## config.mk

```make
export PLATFORM = sky130hd
export DESIGN_NAME = csil_top
export DESIGN_NICKNAME = d
export VERILOG_FILES = /design/src/inc/csil_pkg.sv /design/src/csil_top.sv
export SDC_FILE = /design/constraint.sdc
export NUM_CORES = 1
export LEC_CHECK = 0
export BUFFER_PORTS_ARGS = -buffer_cell sky130_fd_sc_hd__buf_2
export CAP_MARGIN = 15
export CORE_MARGIN = 2
export CORE_UTILIZATION = 52
export CTS_BUF_LIST = sky130_fd_sc_hd__clkbuf_4
export CTS_CLUSTER_DIAMETER = 30
export DETAILED_ROUTE_END_ITERATION = 10
export GPL_TIMING_DRIVEN = 0
export HOLD_SLACK_MARGIN = 0.15
export PLACE_DENSITY = 0.79
export SLEW_MARGIN = 20
export SYNTH_ARGS = -nofsm -noshare
export SYNTH_HDL_FRONTEND = slang
export SYNTH_SLANG_ARGS = --single-unit
```

## constraint.sdc

```tcl
create_clock -name clock -period 2 [get_ports clock]
set_input_delay 0.1 -clock clock [delete_from_list [all_inputs] [get_ports clock]]
set_output_delay 0.1 -clock clock [all_outputs]
set_load 0.1 [all_outputs]
```

## src/inc/csil_pkg.sv

```systemverilog
// Package of the clock status and interrupt logic: register indexes,
// field positions, reset values and APB decode constants.
// Assumes a 32-bit APB bus where each register index takes one word.
package csil_pkg;
   // Register indexes; the byte address is four times the index
   localparam logic [7:0] IDX_IRQ_EN_LOCK_INPUTS = 8'h68;
   localparam logic [7:0] IDX_IRQ_EN_REF_HOLDOVER = 8'h69;
   localparam logic [7:0] IDX_STICKY_LOCK_INPUT_FLAGS = 8'h6c;
   localparam logic [7:0] IDX_LIVE_SELECT_LOCK_INPUTS = 8'h6d;
   localparam logic [7:0] IDX_STICKY_REF_HOLDOVER_FLAGS = 8'h6e;
   localparam logic [7:0] IDX_LIVE_CAL_REF_HOLDOVER = 8'h6f;

   // Field positions
   localparam int POS_PRIMARY = 5;
   localparam int POS_OSC = 4;
   localparam int POS_INPUT_MSB = 3;
   localparam int POS_SELECT_LSB = 6;
   localparam int POS_REFERENCE = 1;
   localparam int POS_HOLDOVER = 0;
   localparam int POS_CALIBRATING = 2;

   // Reset values
   localparam logic [5:0] RST_IRQ_EN_LOCK_INPUTS = 6'h00;
   localparam logic [1:0] RST_IRQ_EN_REF_HOLDOVER = 2'h0;
   localparam logic RST_PENDING = 1'b0;
   localparam logic RST_IRQ_OUT_N = 1'b1;

   // Synchroniser layout of the live inputs
   localparam int LIVE_W = 11;
   localparam logic [LIVE_W-1:0] RST_LIVE = 11'h000;

   localparam int APB_ADDR_W = 12;
   localparam logic [31:0] APB_READ_ZERO = 32'h0000_0000;
endpackage

```

## src/csil_top.sv

```systemverilog
// Status and interrupt logic of a dual-loop clock generator, with an APB slave.
// Assumes the live loop, input and selection indicators come from other
// clock domains and are synchronised here; the host services irq_out_n.
//
// Contract
// - Primary-loop unlock enable lets its sticky flag pull the interrupt low.
// - Oscillator-loop unlock enable lets its sticky flag pull the interrupt low.
// - Four per-input loss enables gate each input's sticky loss flag.
// - Reference enable raises interrupt on any change of the reference flag.
// - Holdover enable lets the sticky holdover flag pull the interrupt low.
// - Primary-loop unlock sticky reads 0 after any event; write 1 clears.
// - Oscillator-loop unlock sticky reads 0 after any event; write 1 clears.
// - Each input loss sticky reads 0 after any loss; write 1 clears.
// - Reference sticky reads 0 if reference lost since clear; write 1 clears.
// - Holdover sticky reads 0 if holdover entered since clear; write 1 clears.
// - Read-only two-bit field reports the selected input number.
// - Live active-high lock indicators for both loops.
// - Four live input activity bits, 0 while signal is lost.
// - Live holdover bit reads 0 while the oscillator loop is in holdover.
// - Live reference bit shows reference presence and feeds its sticky flag.
// - Live calibration bit reads 1 while calibration still runs.
//
// The implementer's own choice: the APB register port.
`timescale 1ns/10ps

module csil_top
   import csil_pkg::*;
(
   // Clock and reset
   input wire logic clock,
   input wire logic arst_n,
   // APB slave
   input wire logic psel,
   input wire logic penable,
   input wire logic pwrite,
   input wire logic [csil_pkg::APB_ADDR_W-1:0] paddr,
   input wire logic [31:0] pwdata,
   input wire logic [3:0] pstrb,
   output logic [31:0] prdata,
   output logic pready,
   output logic pslverr,
   // Live status from the loops, detectors and selector
   input wire logic [1:0] selected_input,
   input wire logic primary_loop_locked_live,
   input wire logic osc_loop_locked_live,
   input wire logic [3:0] input_active_live,
   input wire logic reference_present_live,
   input wire logic not_holdover_live,
   input wire logic loop_calibrating_live,
   // Interrupt
   output logic irq_out_n
);
   import csil_pkg::*;

   typedef struct packed {
      logic [LIVE_W-1:0] sync1;
      logic [LIVE_W-1:0] sync2;
      logic [LIVE_W-1:0] sync3;
      logic [LIVE_W-1:0] live;
      logic primary_loop_unlock_irq_en;
      logic osc_loop_unlock_irq_en;
      logic [3:0] input_loss_irq_en;
      logic reference_irq_en;
      logic holdover_irq_en;
      logic primary_pending;
      logic osc_pending;
      logic [3:0] input_pending;
      logic reference_lost;
      logic reference_changed;
      logic holdover_pending;
      logic [31:0] prdata;
      logic pready;
      logic pslverr;
      logic irq_out_n;
   } csil_state_t;

   csil_state_t state;
   csil_state_t next_state;

   // Live vector layout: {select[1:0], primary, osc, inputs[3:0], reference, not_holdover, calibrating}
   logic [LIVE_W-1:0] live_raw;
   assign live_raw = {selected_input, primary_loop_locked_live, osc_loop_locked_live,
                      input_active_live, reference_present_live, not_holdover_live,
                      loop_calibrating_live};

   logic [1:0] live_select;
   logic live_primary;
   logic live_osc;
   logic [3:0] live_inputs;
   logic live_reference;
   logic live_not_holdover;
   logic live_calibrating;
   assign {live_select, live_primary, live_osc, live_inputs, live_reference,
           live_not_holdover, live_calibrating} = state.live;

   // Decode
   logic [7:0] reg_index;
   logic addr_ok;
   logic [7:0] read_byte;
   logic access;
   logic commit;
   logic write_commit;

   assign access = psel & penable;
   assign commit = access & state.pready;
   assign write_commit = commit & pwrite & ~state.pslverr & pstrb[0];

   always_comb begin
      reg_index = paddr[9:2];
      addr_ok = (paddr[1:0] == 2'h0) && (paddr[APB_ADDR_W-1:10] == '0);
      read_byte = 8'h00;
      case (reg_index)
         IDX_IRQ_EN_LOCK_INPUTS: begin
            read_byte = {2'h0, state.primary_loop_unlock_irq_en, state.osc_loop_unlock_irq_en,
                         state.input_loss_irq_en};
         end
         IDX_IRQ_EN_REF_HOLDOVER: begin
            read_byte = {6'h00, state.reference_irq_en, state.holdover_irq_en};
         end
         IDX_STICKY_LOCK_INPUT_FLAGS: begin
            read_byte = {2'h0, ~state.primary_pending, ~state.osc_pending, ~state.input_pending};
         end
         IDX_LIVE_SELECT_LOCK_INPUTS: begin
            read_byte = {live_select, live_primary, live_osc, live_inputs};
         end
         IDX_STICKY_REF_HOLDOVER_FLAGS: begin
            read_byte = {6'h00, ~state.reference_lost, ~state.holdover_pending};
         end
         IDX_LIVE_CAL_REF_HOLDOVER: begin
            read_byte = {5'h00, live_calibrating, live_reference, live_not_holdover};
         end
         default: begin
            addr_ok = 1'b0;
         end
      endcase
   end

   logic [7:0] wbyte;
   logic wr_en_lock;
   logic wr_en_ref;
   logic wr_clr_lock;
   logic wr_clr_ref;
   logic [LIVE_W-1:0] agree;
   logic [LIVE_W-1:0] live_new;
   logic irq_any;

   assign wbyte = pwdata[7:0];
   assign wr_en_lock = write_commit && reg_index == IDX_IRQ_EN_LOCK_INPUTS;
   assign wr_en_ref = write_commit && reg_index == IDX_IRQ_EN_REF_HOLDOVER;
   // Writing 0 to a sticky bit leaves it untouched
   assign wr_clr_lock = write_commit && reg_index == IDX_STICKY_LOCK_INPUT_FLAGS;
   assign wr_clr_ref = write_commit && reg_index == IDX_STICKY_REF_HOLDOVER_FLAGS;

   // A change counts only once the second and third stages agree
   assign agree = ~(state.sync2 ^ state.sync3);
   assign live_new = (state.sync3 & agree) | (state.live & ~agree);

   always_comb begin
      next_state = state;
      next_state.sync1 = live_raw;
      next_state.sync2 = state.sync1;
      next_state.sync3 = state.sync2;
      next_state.live = live_new;

      if (wr_en_lock) begin
         next_state.primary_loop_unlock_irq_en = wbyte[POS_PRIMARY];
         next_state.osc_loop_unlock_irq_en = wbyte[POS_OSC];
         next_state.input_loss_irq_en = wbyte[POS_INPUT_MSB:0];
      end
      if (wr_en_ref) begin
         next_state.reference_irq_en = wbyte[POS_REFERENCE];
         next_state.holdover_irq_en = wbyte[POS_HOLDOVER];
      end

      // Set wins over clear, so an event in the clearing cycle is kept
      next_state.primary_pending = (state.primary_pending & ~(wr_clr_lock & wbyte[POS_PRIMARY]))
                                   | ~live_primary;
      next_state.osc_pending = (state.osc_pending & ~(wr_clr_lock & wbyte[POS_OSC]))
                               | ~live_osc;
      next_state.input_pending = (state.input_pending & ~({4{wr_clr_lock}} & wbyte[POS_INPUT_MSB:0]))
                                 | ~live_inputs;
      next_state.reference_lost = (state.reference_lost & ~(wr_clr_ref & wbyte[POS_REFERENCE]))
                                  | ~live_reference;
      // Reference interrupt fires on a change either way, loss or return
      next_state.reference_changed = (state.reference_changed & ~(wr_clr_ref & wbyte[POS_REFERENCE]))
                                     | (live_new[2] ^ live_reference);
      next_state.holdover_pending = (state.holdover_pending & ~(wr_clr_ref & wbyte[POS_HOLDOVER]))
                                    | ~live_not_holdover;

      // APB: one wait state, answer registered so outputs come from flops
      next_state.pready = access & ~state.pready;
      if (access & ~state.pready) begin
         next_state.pslverr = ~addr_ok;
         next_state.prdata = (addr_ok & ~pwrite) ? {24'h000000, read_byte} : APB_READ_ZERO;
      end else if (commit) begin
         next_state.pslverr = 1'b0;
         next_state.prdata = APB_READ_ZERO;
      end

      next_state.irq_out_n = ~irq_any;
   end

   // Uses current flags, so the pin follows a flag by one clock
   assign irq_any = (state.primary_loop_unlock_irq_en & state.primary_pending)
                    | (state.osc_loop_unlock_irq_en & state.osc_pending)
                    | (|(state.input_loss_irq_en & state.input_pending))
                    | (state.reference_irq_en & state.reference_changed)
                    | (state.holdover_irq_en & state.holdover_pending);

   always_ff @(posedge clock or negedge arst_n) begin
      if (!arst_n) begin
         state.sync1 <= RST_LIVE;
         state.sync2 <= RST_LIVE;
         state.sync3 <= RST_LIVE;
         state.live <= RST_LIVE;
         state.primary_loop_unlock_irq_en <= RST_IRQ_EN_LOCK_INPUTS[POS_PRIMARY];
         state.osc_loop_unlock_irq_en <= RST_IRQ_EN_LOCK_INPUTS[POS_OSC];
         state.input_loss_irq_en <= RST_IRQ_EN_LOCK_INPUTS[POS_INPUT_MSB:0];
         state.reference_irq_en <= RST_IRQ_EN_REF_HOLDOVER[POS_REFERENCE];
         state.holdover_irq_en <= RST_IRQ_EN_REF_HOLDOVER[POS_HOLDOVER];
         state.primary_pending <= RST_PENDING;
         state.osc_pending <= RST_PENDING;
         state.input_pending <= {4{RST_PENDING}};
         state.reference_lost <= RST_PENDING;
         state.reference_changed <= RST_PENDING;
         state.holdover_pending <= RST_PENDING;
         state.prdata <= APB_READ_ZERO;
         state.pready <= 1'b0;
         state.pslverr <= 1'b0;
         state.irq_out_n <= RST_IRQ_OUT_N;
      end else begin
         state <= next_state;
      end
   end

   assign prdata = state.prdata;
   assign pready = state.pready;
   assign pslverr = state.pslverr;
   assign irq_out_n = state.irq_out_n;
endmodule

```

== Word level (Yosys, flattened, before mapping) ==
Index checks and enable logic that the tools add are counted.

* Equality and inequality tests: 6
* Mux-type cells: 7
* Bitwise gates (word level): 60
* Reduce and logical (&&, ||, !) cells: 10

{| class="wikitable"
|+ Operator list
! kind !! count
|-
| 32-bit two-way mux || 2
|-
| 8-bit by 7-bit equality test with 1-bit output (second input constant) || 6
|-
| 8-bit one-hot mux with 6 select lines || 1
|-
| 11-bit bitwise AND || 2
|-
| 11-bit NOT || 2
|-
| 1-bit bitwise AND || 20
|-
| 1-bit NOT || 17
|-
| 4-bit bitwise AND || 3
|-
| 4-bit NOT || 3
|-
| 11-bit OR || 1
|-
| 11-bit bitwise XOR || 1
|-
| 1-bit OR || 9
|-
| 8-bit two-way mux || 1
|-
| 6-bit OR reduction || 1
|-
| 1-bit logical AND || 5
|-
| 2-bit zero test || 2
|-
| 4-bit OR || 1
|-
| 4-bit OR reduction || 1
|-
| 1-bit two-way mux || 3
|-
| 2-bit nonzero test || 1
|-
| 1-bit bitwise XOR || 1
|}

* Flip-flop bits (word level): 96
* Output and inout bits: 35
* Logic and storage cells: 102

== Longest topological paths before layout ==
Gate-level depths: netlist of run 1.

* Depth in word-level cells: 10
* Mapped depth: 5
* Gate-level depth less buffers: 4

== Least setup slack after synthesis of run 1 ==
Ideal clock, no wire load.

* Path type: flip-flop to flip-flop
* Start point: register pready (netlist name)
* End point: register state[46] in the netlist's numbering
* Setup time: 0.128 ns
* Arrival: 1.913 ns
* Slack: -0.041 ns
* Stages on the path, launching flop included: 5
* Path buffers: 0
* Path through: dfrtp_1 > nand4b_2 > nor3_2 > nand4_2 > mux2_1

* Word-level cells in the longest chain between the ends: 5

{| class="wikitable"
|+ Ends and longest elaborated chain
! element !! RTL line !! RTL
|-
| 1-bit bitwise AND || csil_top.sv:105 || <nowiki>assign commit = access & state.pready;</nowiki>
|-
| 1-bit bitwise AND (3 in a row) || csil_top.sv:106 || <nowiki>assign write_commit = commit & pwrite & ~state.pslverr & pstrb[0];</nowiki>
|-
| 1-bit logical AND || csil_top.sv:148 || <nowiki>assign wr_en_lock = write_commit && reg_index == IDX_IRQ_EN_LOCK_INPUTS;</nowiki>
|-
| to (signal assigned) || csil_top.sv:232 || <nowiki>state <= next_state;</nowiki>
|-
| to (decl) || csil_top.sv:77 || <nowiki>csil_state_t state;</nowiki>
|}

Every way passes these cells.
A chain may end at the register's enable or synchronous reset.

== Worst setup path after layout of run 1 ==
* Start point: register pslverr (netlist name)
* End point: register state[49] in the netlist's numbering

* Word-level cells in the longest chain between the ends: 4

{| class="wikitable"
|+ Ends and longest elaborated chain
! element !! RTL line
|-
| 1-bit NOT || csil_top.sv:106
|-
| 1-bit bitwise AND (2 in a row) || csil_top.sv:106
|-
| 1-bit logical AND || csil_top.sv:148
|}

Every way passes these cells.

==> metrics.md, run 1 <==
| Metric | Value |
|---|---|
| CTS Buf Count | `9` |
| Worst Hold End | `prdata[2]` |
| Clock Sinks | `72` |
| PD cells | `852 nW/um^2` |
| Share of the yosys chip area belonging to registers | `60.9%` |
| Comb power frac | `14.6%` |
| Minimum clock period | `1630 ps` |
| GRT overflow | `0` |
| Met2 Use GR | `31.2%` |
| Clock Path Buffers | `2` |
| Mapped Area | `2960 sq um` |
| Placer Congestion | `0.853` |
| Fmax | `0.613 GHz` |
| Reg-to-reg critical path startpoint | `pslverr` |
| Net Sw Frac | `26.4%` |
| Via count | `1896` |
| RR Endpoint | `state[49]` |
| Total internal power | `2420 uW` |
| Cell Rows | `27` |
| Register clock-pin slew on the reported worst setup and hold paths | `110 ps` |
| N_diodes | `0` |
| Drt wl/cell | `13.5 um` |
| Post-route DRC violation count | `0` |
| Min-delay worst type | `input port to flip-flop` |
| Worst r2r path cells | `4` |
| Initial antenna violation count | `0` |
| Clk root buf | `clkbuf_4` |
| Slew Viols, Final | `0` |
| Setup TNS | `0 ps` |
| Final setup viols | `0` |
| Largest net degree at the start of global routing | `48` |
| Layout cells sized above 1 | `35.1%` |
| Syn_area_per_cell | `13.3 sq um` |
| Initial Util | `53.8%` |
| Slew HR | `65.0%` |
| CP Launch Type | `flip-flop` |
| P_sw | `870 uW` |
| WP data required | `2290 ps` |
| # fillers | `392` |
| Yosys reg bits | `72` |
| DRC marker count from the first detailed-route iteration | `105` |
| Maximum vdd drop | `0.601 mV` |
| Core area | `5510 sq um` |
| LEAKAGE | `0.00192 uW` |
| Worst Hold Path Cells | `3` |
| Post-DP HPWL | `3600 um` |
| Slowest cell delay on critical path | `410 ps` |
| Final nets | `392` |
| CTS tree | `built` |
| CP Capture Type | `flip-flop` |
| Register Area | `1800 sq um` |
| Slowest cell on the critical path | `dfrtp_1` |
| Pre-antenna DRT Iters | `4` |
| Synthesized instance count | `223` |
| Ys Warns | `0` |
| Horiz. Die Dim | `79.5 um` |
| Routed wire length | `5460 um` |
| Hold Fails Final Rpt | `0` |
| Critical path cell sequence | `nand4b_2 > nor3_2 > nand4_2 > mux2_1` |
| Clock share of power | `38.3%` |
| Setup slack at placement | `385 ps` |
| Post-Layout Cell Count | `405` |
| PnR Total Power | `3290 uW` |
| Max Cap Violations | `0` |
| GRT Util Overall | `19.2%` |
| Top_reg_cell synth | `dfrtp_1` |
| Area occupied by multi-input gates | `915 sq um` |
| GR met1 Demand/Resource | `23.7%` |
| Post-synth cell types | `44` |
| Post-synth top area share | `60.0%` |
| # H-tree levels | `3` |
| Final Worst Setup Slack | `369 ps` |
| Commonest cells after routing, fill and taps aside | `dfrtp_1 (70), buf_2 (43), buf_4 (34)` |
| Util after Layout | `70.2%` |
| Area grow syn2layout | `30.5%` |
| Vias in the first global route | `1949` |
| Post-synth EDFFs | `0` |
| Synth area leader | `dfrtp_1` |
| Top Usage Layer GRT | `met2` |
| Synth async-reset ratio | `100%` |
| Clk Latency, worst-skew pair | `400 ps` |
| Flop pwr share | `47.1%` |
| Worst-Margin Slew | `525 ps` |
| RSZ-0062 raised after global routing | `no` |
| Post-route clock skew | `9.31 ps` |
| Die area | `6310 sq um` |
| Status | `completed` |
| Dpl cells | `361` |
| Worst hold path startpoint | `paddr[2]` |
| Maximum fanout along the worst path | `6` |
| Commonest non-fill, non-tap cell in the layout | `dfrtp_1` |
| WS Path Type | `flip-flop to flip-flop` |
| Global-route wire length before repair | `8970 um` |
| Chip Height | `79.5 um` |
| I/O pin cnt | `99` |
| Arrival time worst endpoint | `1930 ps` |
| Final Cycle Share | `81.5%` |
| Area contributors post-synth | `dfrtp_1 (60%), buf_4 (8.4%), maj3_1 (3.4%)` |
| Gates resized, CTS repair | `0` |
| R2R Setup Slk | `370 ps` |
| Port Buf Inserts | `42` |
| Met3 GRT Util | `6.56%` |
| Vias/cell | `4.68` |
| Antenna viol nets, final | `0` |
## cell usage after synthesis (2+ instances only)
library cell  number
nand2_1           13
mux2i_1            5
nor4_1             2
buf_4             33
and3_1             6
nor2_1             4
a21bo_1            2
mux4_2             2
maj3_1            10
inv_1             10
nand3_1            4
nand4_1            2
o21a_1             3
buf_6              2
o31ai_2            2
a22oi_1            4
dfrtp_1           71
a21oi_1            3
a2bb2oi_1          2
o21ai_1           12
nor4_4             2
mux2_1             7
## critical path: cells and delay by family (launching register included)
family | cells | cell delay, ps
DFF | 1 | 410
muxes | 1 | 390
and+or+nand+nor | 3 | 730
## metal layers
metal | vias to the layer above | routed length, um
met5 | - | 0
met4 | 0 | 60
met3 | 7 | 306
met2 | 58 | 2700
met1 | 898 | 2380
li1 | 933 | -
## final cells by class
type	count	share of cell area [%]
Sequential cell	72	46.7
Clock buffer	9	1.75
Timing Repair Buffer	71	13.3
Tap cell	72	2.33
Clock inverter	7	3.72
Inverter	11	1.07
Multi-Input combinational cell	126	23.7
Buffer	37	7.48
## worst max path at each step
| stage | depth (start not counted) | slack (ps) | end | start |
|---|---|---|---|---|
| after global placement | 1 | 360 | pready | arst_n |
| after CTS | 5 | 70 | prdata[6] | pready |
| after detailed placement | 4 | 380 | state[50] | pslverr |
| final | 4 | 370 | state[49] | pslverr |
| after floorplan | 4 | 40 | state[46] | pslverr |
| after global routing | 4 | 300 | state[46] | pslverr |
## per-stage QoR
stage	area [sq um]	hold slack [ps]
2_1_floorplan	3050	-196
3_3_place_gp	3350	207
3_5_place_dp	3380	30.7
4_1_cts	3840	160
5_1_grt	3870	169
6_report	3870	192
## logic make-up after synthesis
kind of cell / count (synthesis) / synth area share [%]
compound gates: 31 / 7.31
fa+ha+maj: 10 / 3.38
buf+inv: 48 / 11.2
flops: 72 / 60.9
mux: 15 / 6.25
other cells: 1 / 0.127
simple gates: 46 / 10.9
## repair_timing
item / CTS / global route
buffers inserted: 0 / 0
hold buffers: 25 / 4
setup endpoints to repair: 0 / 5
endpoints found under the hold margin: 108 / 3
## power groups by stage
stage	registers, uW	logic, uW	clock network (uW)
after floorplan	1600	319	0
after global placement	1580	424	0
after detailed placement	1580	437	0
after CTS	1550	474	1290
after global routing	1560	508	1360
final	1550	481	1260
No activity file was read; power rests on OpenSTA's default activity.
==> run 2: changes to the inputs <==
--- a/config.mk
+++ b/config.mk
@@ -8,13 +8,13 @@
 export BUFFER_PORTS_ARGS = -buffer_cell sky130_fd_sc_hd__buf_2
 export CAP_MARGIN = 15
 export CORE_MARGIN = 2
-export CORE_UTILIZATION = 52
+export CORE_UTILIZATION = 47
 export CTS_BUF_LIST = sky130_fd_sc_hd__clkbuf_4
 export CTS_CLUSTER_DIAMETER = 30
 export DETAILED_ROUTE_END_ITERATION = 10
 export GPL_TIMING_DRIVEN = 0
 export HOLD_SLACK_MARGIN = 0.15
-export PLACE_DENSITY = 0.79
+export PLACE_DENSITY = 0.75
 export SLEW_MARGIN = 20
 export SYNTH_ARGS = -nofsm -noshare
 export SYNTH_HDL_FRONTEND = slang
==> constraint.sdc (replaced) <==
create_clock -name clock -period 1.46 [get_ports clock]
set_input_delay 0.073 -clock clock [delete_from_list [all_inputs] [get_ports clock]]
set_output_delay 0.073 -clock clock [all_outputs]
set_load 0.1 [all_outputs]
==> run 2 against run 1 <==
  * The run now ends with setup timing left
  * Clock-buffer cell count stayed put
  * Sequential power up 37%
  * Sequential share of layout area down 0.47 points
  * Worst hold slack got worse by 71 ps
  * Via count is 3.2% higher
  * Worst setup slack worse by 450 ps
  * Utilization shrank 4.8 points
  * First-iteration DRC count up 15%
  * Global-route usage decreased by 2.1 points
  * Clock skew up 1.6 ps
  * Power is 22% higher
  * Combinational power up 42%
  * Highest routed layer unchanged
==> metrics.md, run 2 (synthesized netlist as in run 1, its figures left out) <==
| Metric | Value |
|---|---|
| Uppermost layer routed | `met4` |
| Final Cycle Share | `106% (+24 points)` |
| Maximum vdd drop | `0.659 mV (+9.6%)` |
| # H-tree levels | `3 (unchanged)` |
| DR WL met2 | `2670 um (-1.2%)` |
| I/O pin cnt | `99 (unchanged)` |
| LEAKAGE | `0.00193 uW (+0.52%)` |
| WP data required | `1760 ps (-530 ps)` |
| Max Cap Violations | `0 (unchanged)` |
| Initial antenna violation count | `0 (unchanged)` |
| Core area | `5990 sq um (+8.8%)` |
| CP Launch Type | `flip-flop` |
| RSZ-0062 raised after global routing | `yes` |
| RR Endpoint | `state[47]` |
| PD cells | `1030 nW/um^2 (+21%)` |
| Register clock-pin slew on the reported worst setup and hold paths | `120 ps (about the same)` |
| Dpl cells | `364 (+0.83%)` |
| Final Worst Setup Slack | `-84.5 ps (-454 ps)` |
| Register Area | `1810 sq um (+0.35%)` |
| Clock share of power | `30.3% (-8.0 points)` |
| Fmax | `0.647 GHz (+5.6%)` |
| Hold Fails Final Rpt | `0 (unchanged)` |
| Commonest non-fill, non-tap cell in the layout | `dfrtp_1` |
| GRT Util Overall | `17.1% (-2.1 points)` |
| Util after Layout | `65.4% (-4.8 points)` |
| Comb power frac | `16.9% (+2.3 points)` |
| Worst Hold End | `pslverr` |
| N_diodes | `0 (unchanged)` |
| Final nets | `397 (+1.3%)` |
| Horiz. Die Dim | `83.4 um (+4.9%)` |
| Via count | `1956 (+3.2%)` |
| Final setup viols | `11 (+11)` |
| Maximum fanout along the worst path | `6 (unchanged)` |
| Drt wl/cell | `13.4 um (-0.71%)` |
| DR WL met3 | `334 um (+9.2%)` |
| CTS Buf Count | `9 (unchanged)` |
| Layout cells sized above 1 | `38.8% (+3.6 points)` |
| Worst Hold Path Cells | `4 (+1)` |
| Min-delay worst type | `input port to flip-flop` |
| Cts-stage hold buffer count | `28 (+12%)` |
| Antenna viol nets, final | `0 (unchanged)` |
| DRT met1 WL | `2400 um (+0.63%)` |
| # fillers | `448 (+14%)` |
| Vias/cell | `4.74 (+1.2%)` |
| Clk Latency, worst-skew pair | `410 ps (about the same)` |
| Area occupied by multi-input gates | `982 sq um (+7.4%)` |
| Routed wire length | `5520 um (+1.2%)` |
| Post-route DRC violation count | `0 (unchanged)` |
| GRT overflow | `0 (unchanged)` |
| Minimum clock period | `1540 ps (-86.3 ps)` |
| Initial Util | `49.4% (-4.3 points)` |
| Cell Rows | `28 (+3.7%)` |
| Pre-antenna DRT Iters | `4 (unchanged)` |
| Net Sw Frac | `30.1% (+3.7 points)` |
| CP Capture Type | `flip-flop` |
| Clock Path Buffers | `2 (unchanged)` |
| Post-Layout Cell Count | `413 (+2.0%)` |
| Flop pwr share | `52.8% (+5.7 points)` |
| Global-route wire length before repair | `9320 um (+3.8%)` |
| Post-route clock skew | `11.0 ps (+1.64 ps)` |
| Clk root buf | `clkbuf_4` |
| Worst hold path startpoint | `paddr[10]` |
| Clock Sinks | `72 (unchanged)` |
| Chip Height | `83.4 um (+4.9%)` |
| Reg-to-reg critical path startpoint | `pslverr` |
| Arrival time worst endpoint | `1850 ps (-80 ps)` |
| Commonest cells after routing, fill and taps aside | `dfrtp_1 (69), buf_2 (40), buf_4 (40)` |
| Total internal power | `2820 uW (+16%)` |
| Worst-Margin Slew | `515 ps (-10.2 ps)` |
| Vias in the first global route | `2000 (+2.6%)` |
| Area grow syn2layout | `32.3%` |
| DRC marker count from the first detailed-route iteration | `121 (+15%)` |
| Slew HR | `65.6% (+0.57 points)` |
| Failing checks | `setup timing` |
| Slew Viols, Final | `0 (unchanged)` |
| R2R Setup Slk | `-80 ps (-450 ps)` |
| Post-DP HPWL | `3630 um (+0.84%)` |
| Largest net degree at the start of global routing | `61 (+27%)` |
| Placer Congestion | `0.811 (-5.0%)` |
| WS Path Type | `flip-flop to flip-flop` |
| CTS tree | `built` |
| Worst r2r path cells | `4 (unchanged)` |
| Status | `finished with violations` |
| P_sw | `1210 uW (+39%)` |
| Die area | `6950 sq um (+10%)` |
| Port Buf Inserts | `42 (unchanged)` |
==> run 2: changes by cell type in the layout (fill, tap and decap cells not counted), sizes merged <==
cell,delta
clkinv,+4
buf,+3
bufinv,-3
clkinvlp,-2
clkbuf,+1
dlygate4sd3,+1
inv,+1
==> run 2: critical path: stages (launching register included) <==
cell and delay, ps:
dfrtp_4 490, nand4b_4 220, nor3_4 170, nand4_4 190, mux2_1 360
==> run 2: through the flow <==
| step | total power, uW | worst slack [ps] | hold slack [ps] | area [sq um] | TNS, ps |
|---|---|---|---|---|---|
| after CTS | 4080 | -106 | 90.6 | 3870 | -1030 |
| after global routing | 4230 | -141 | 142 | 3920 | -1570 |
| after global placement | 2750 | -245 | 180 | 3370 | -3400 |
| final | 4030 | -84.5 | 121 | 3920 | -552 |
| after floorplan | 2630 | -168 | -223 | 3060 | -1710 |
| after detailed placement | 2770 | -129 | -66.2 | 3400 | -1130 |
==> run 2: timing repair <==
action,CTS,global route
gates resized for setup,5,8
endpoints found under the hold margin,110,5
pin swaps,5,6
buffers inserted,4,1
endpoints found under the setup margin,17,21
==> run 2: per-layer routing <==
layer / vias up / global-route usage (%)
met3: 12 / 3.98
met4: 0 / 9.24
met1: 932 / 21.7
li1: 938 / -
met2: 74 / 27.2
met5: - / 0
==> run 2: final cells by class <==
type	count	share of cell area (%)
flip-flops and latches	72	46.2
multi-input cells	126	25.1
repair buffers	76	14.4
plain buffers	37	7.38
well taps	75	2.39
clock inverters	7	1.82
clock buffers	9	1.72
inverters	11	1.05
==> run 2: power by group through the flow <==
stage / Combinational (uW) / Sequential [uW] / Clock, uW
2_1_floorplan: 439 / 2190 / 0
3_3_place_gp: 586 / 2160 / 0
3_5_place_dp: 603 / 2170 / 0
4_1_cts: 673 / 2130 / 1270
5_1_grt: 719 / 2140 / 1370
6_report: 681 / 2130 / 1220
==> run 2: worst max path at each step <==
stage | to | slack [ps] | cells after the start | from
finish | state[47] | -80 | 4 | pslverr
global route | state[48] | -140 | 4 | pslverr
CTS | state[47] | -110 | 4 | pslverr
detailed placement | state[49] | -130 | 4 | pslverr
global placement | pready | -240 | 1 | arst_n
floorplan | state[46] | -170 | 4 | pslverr
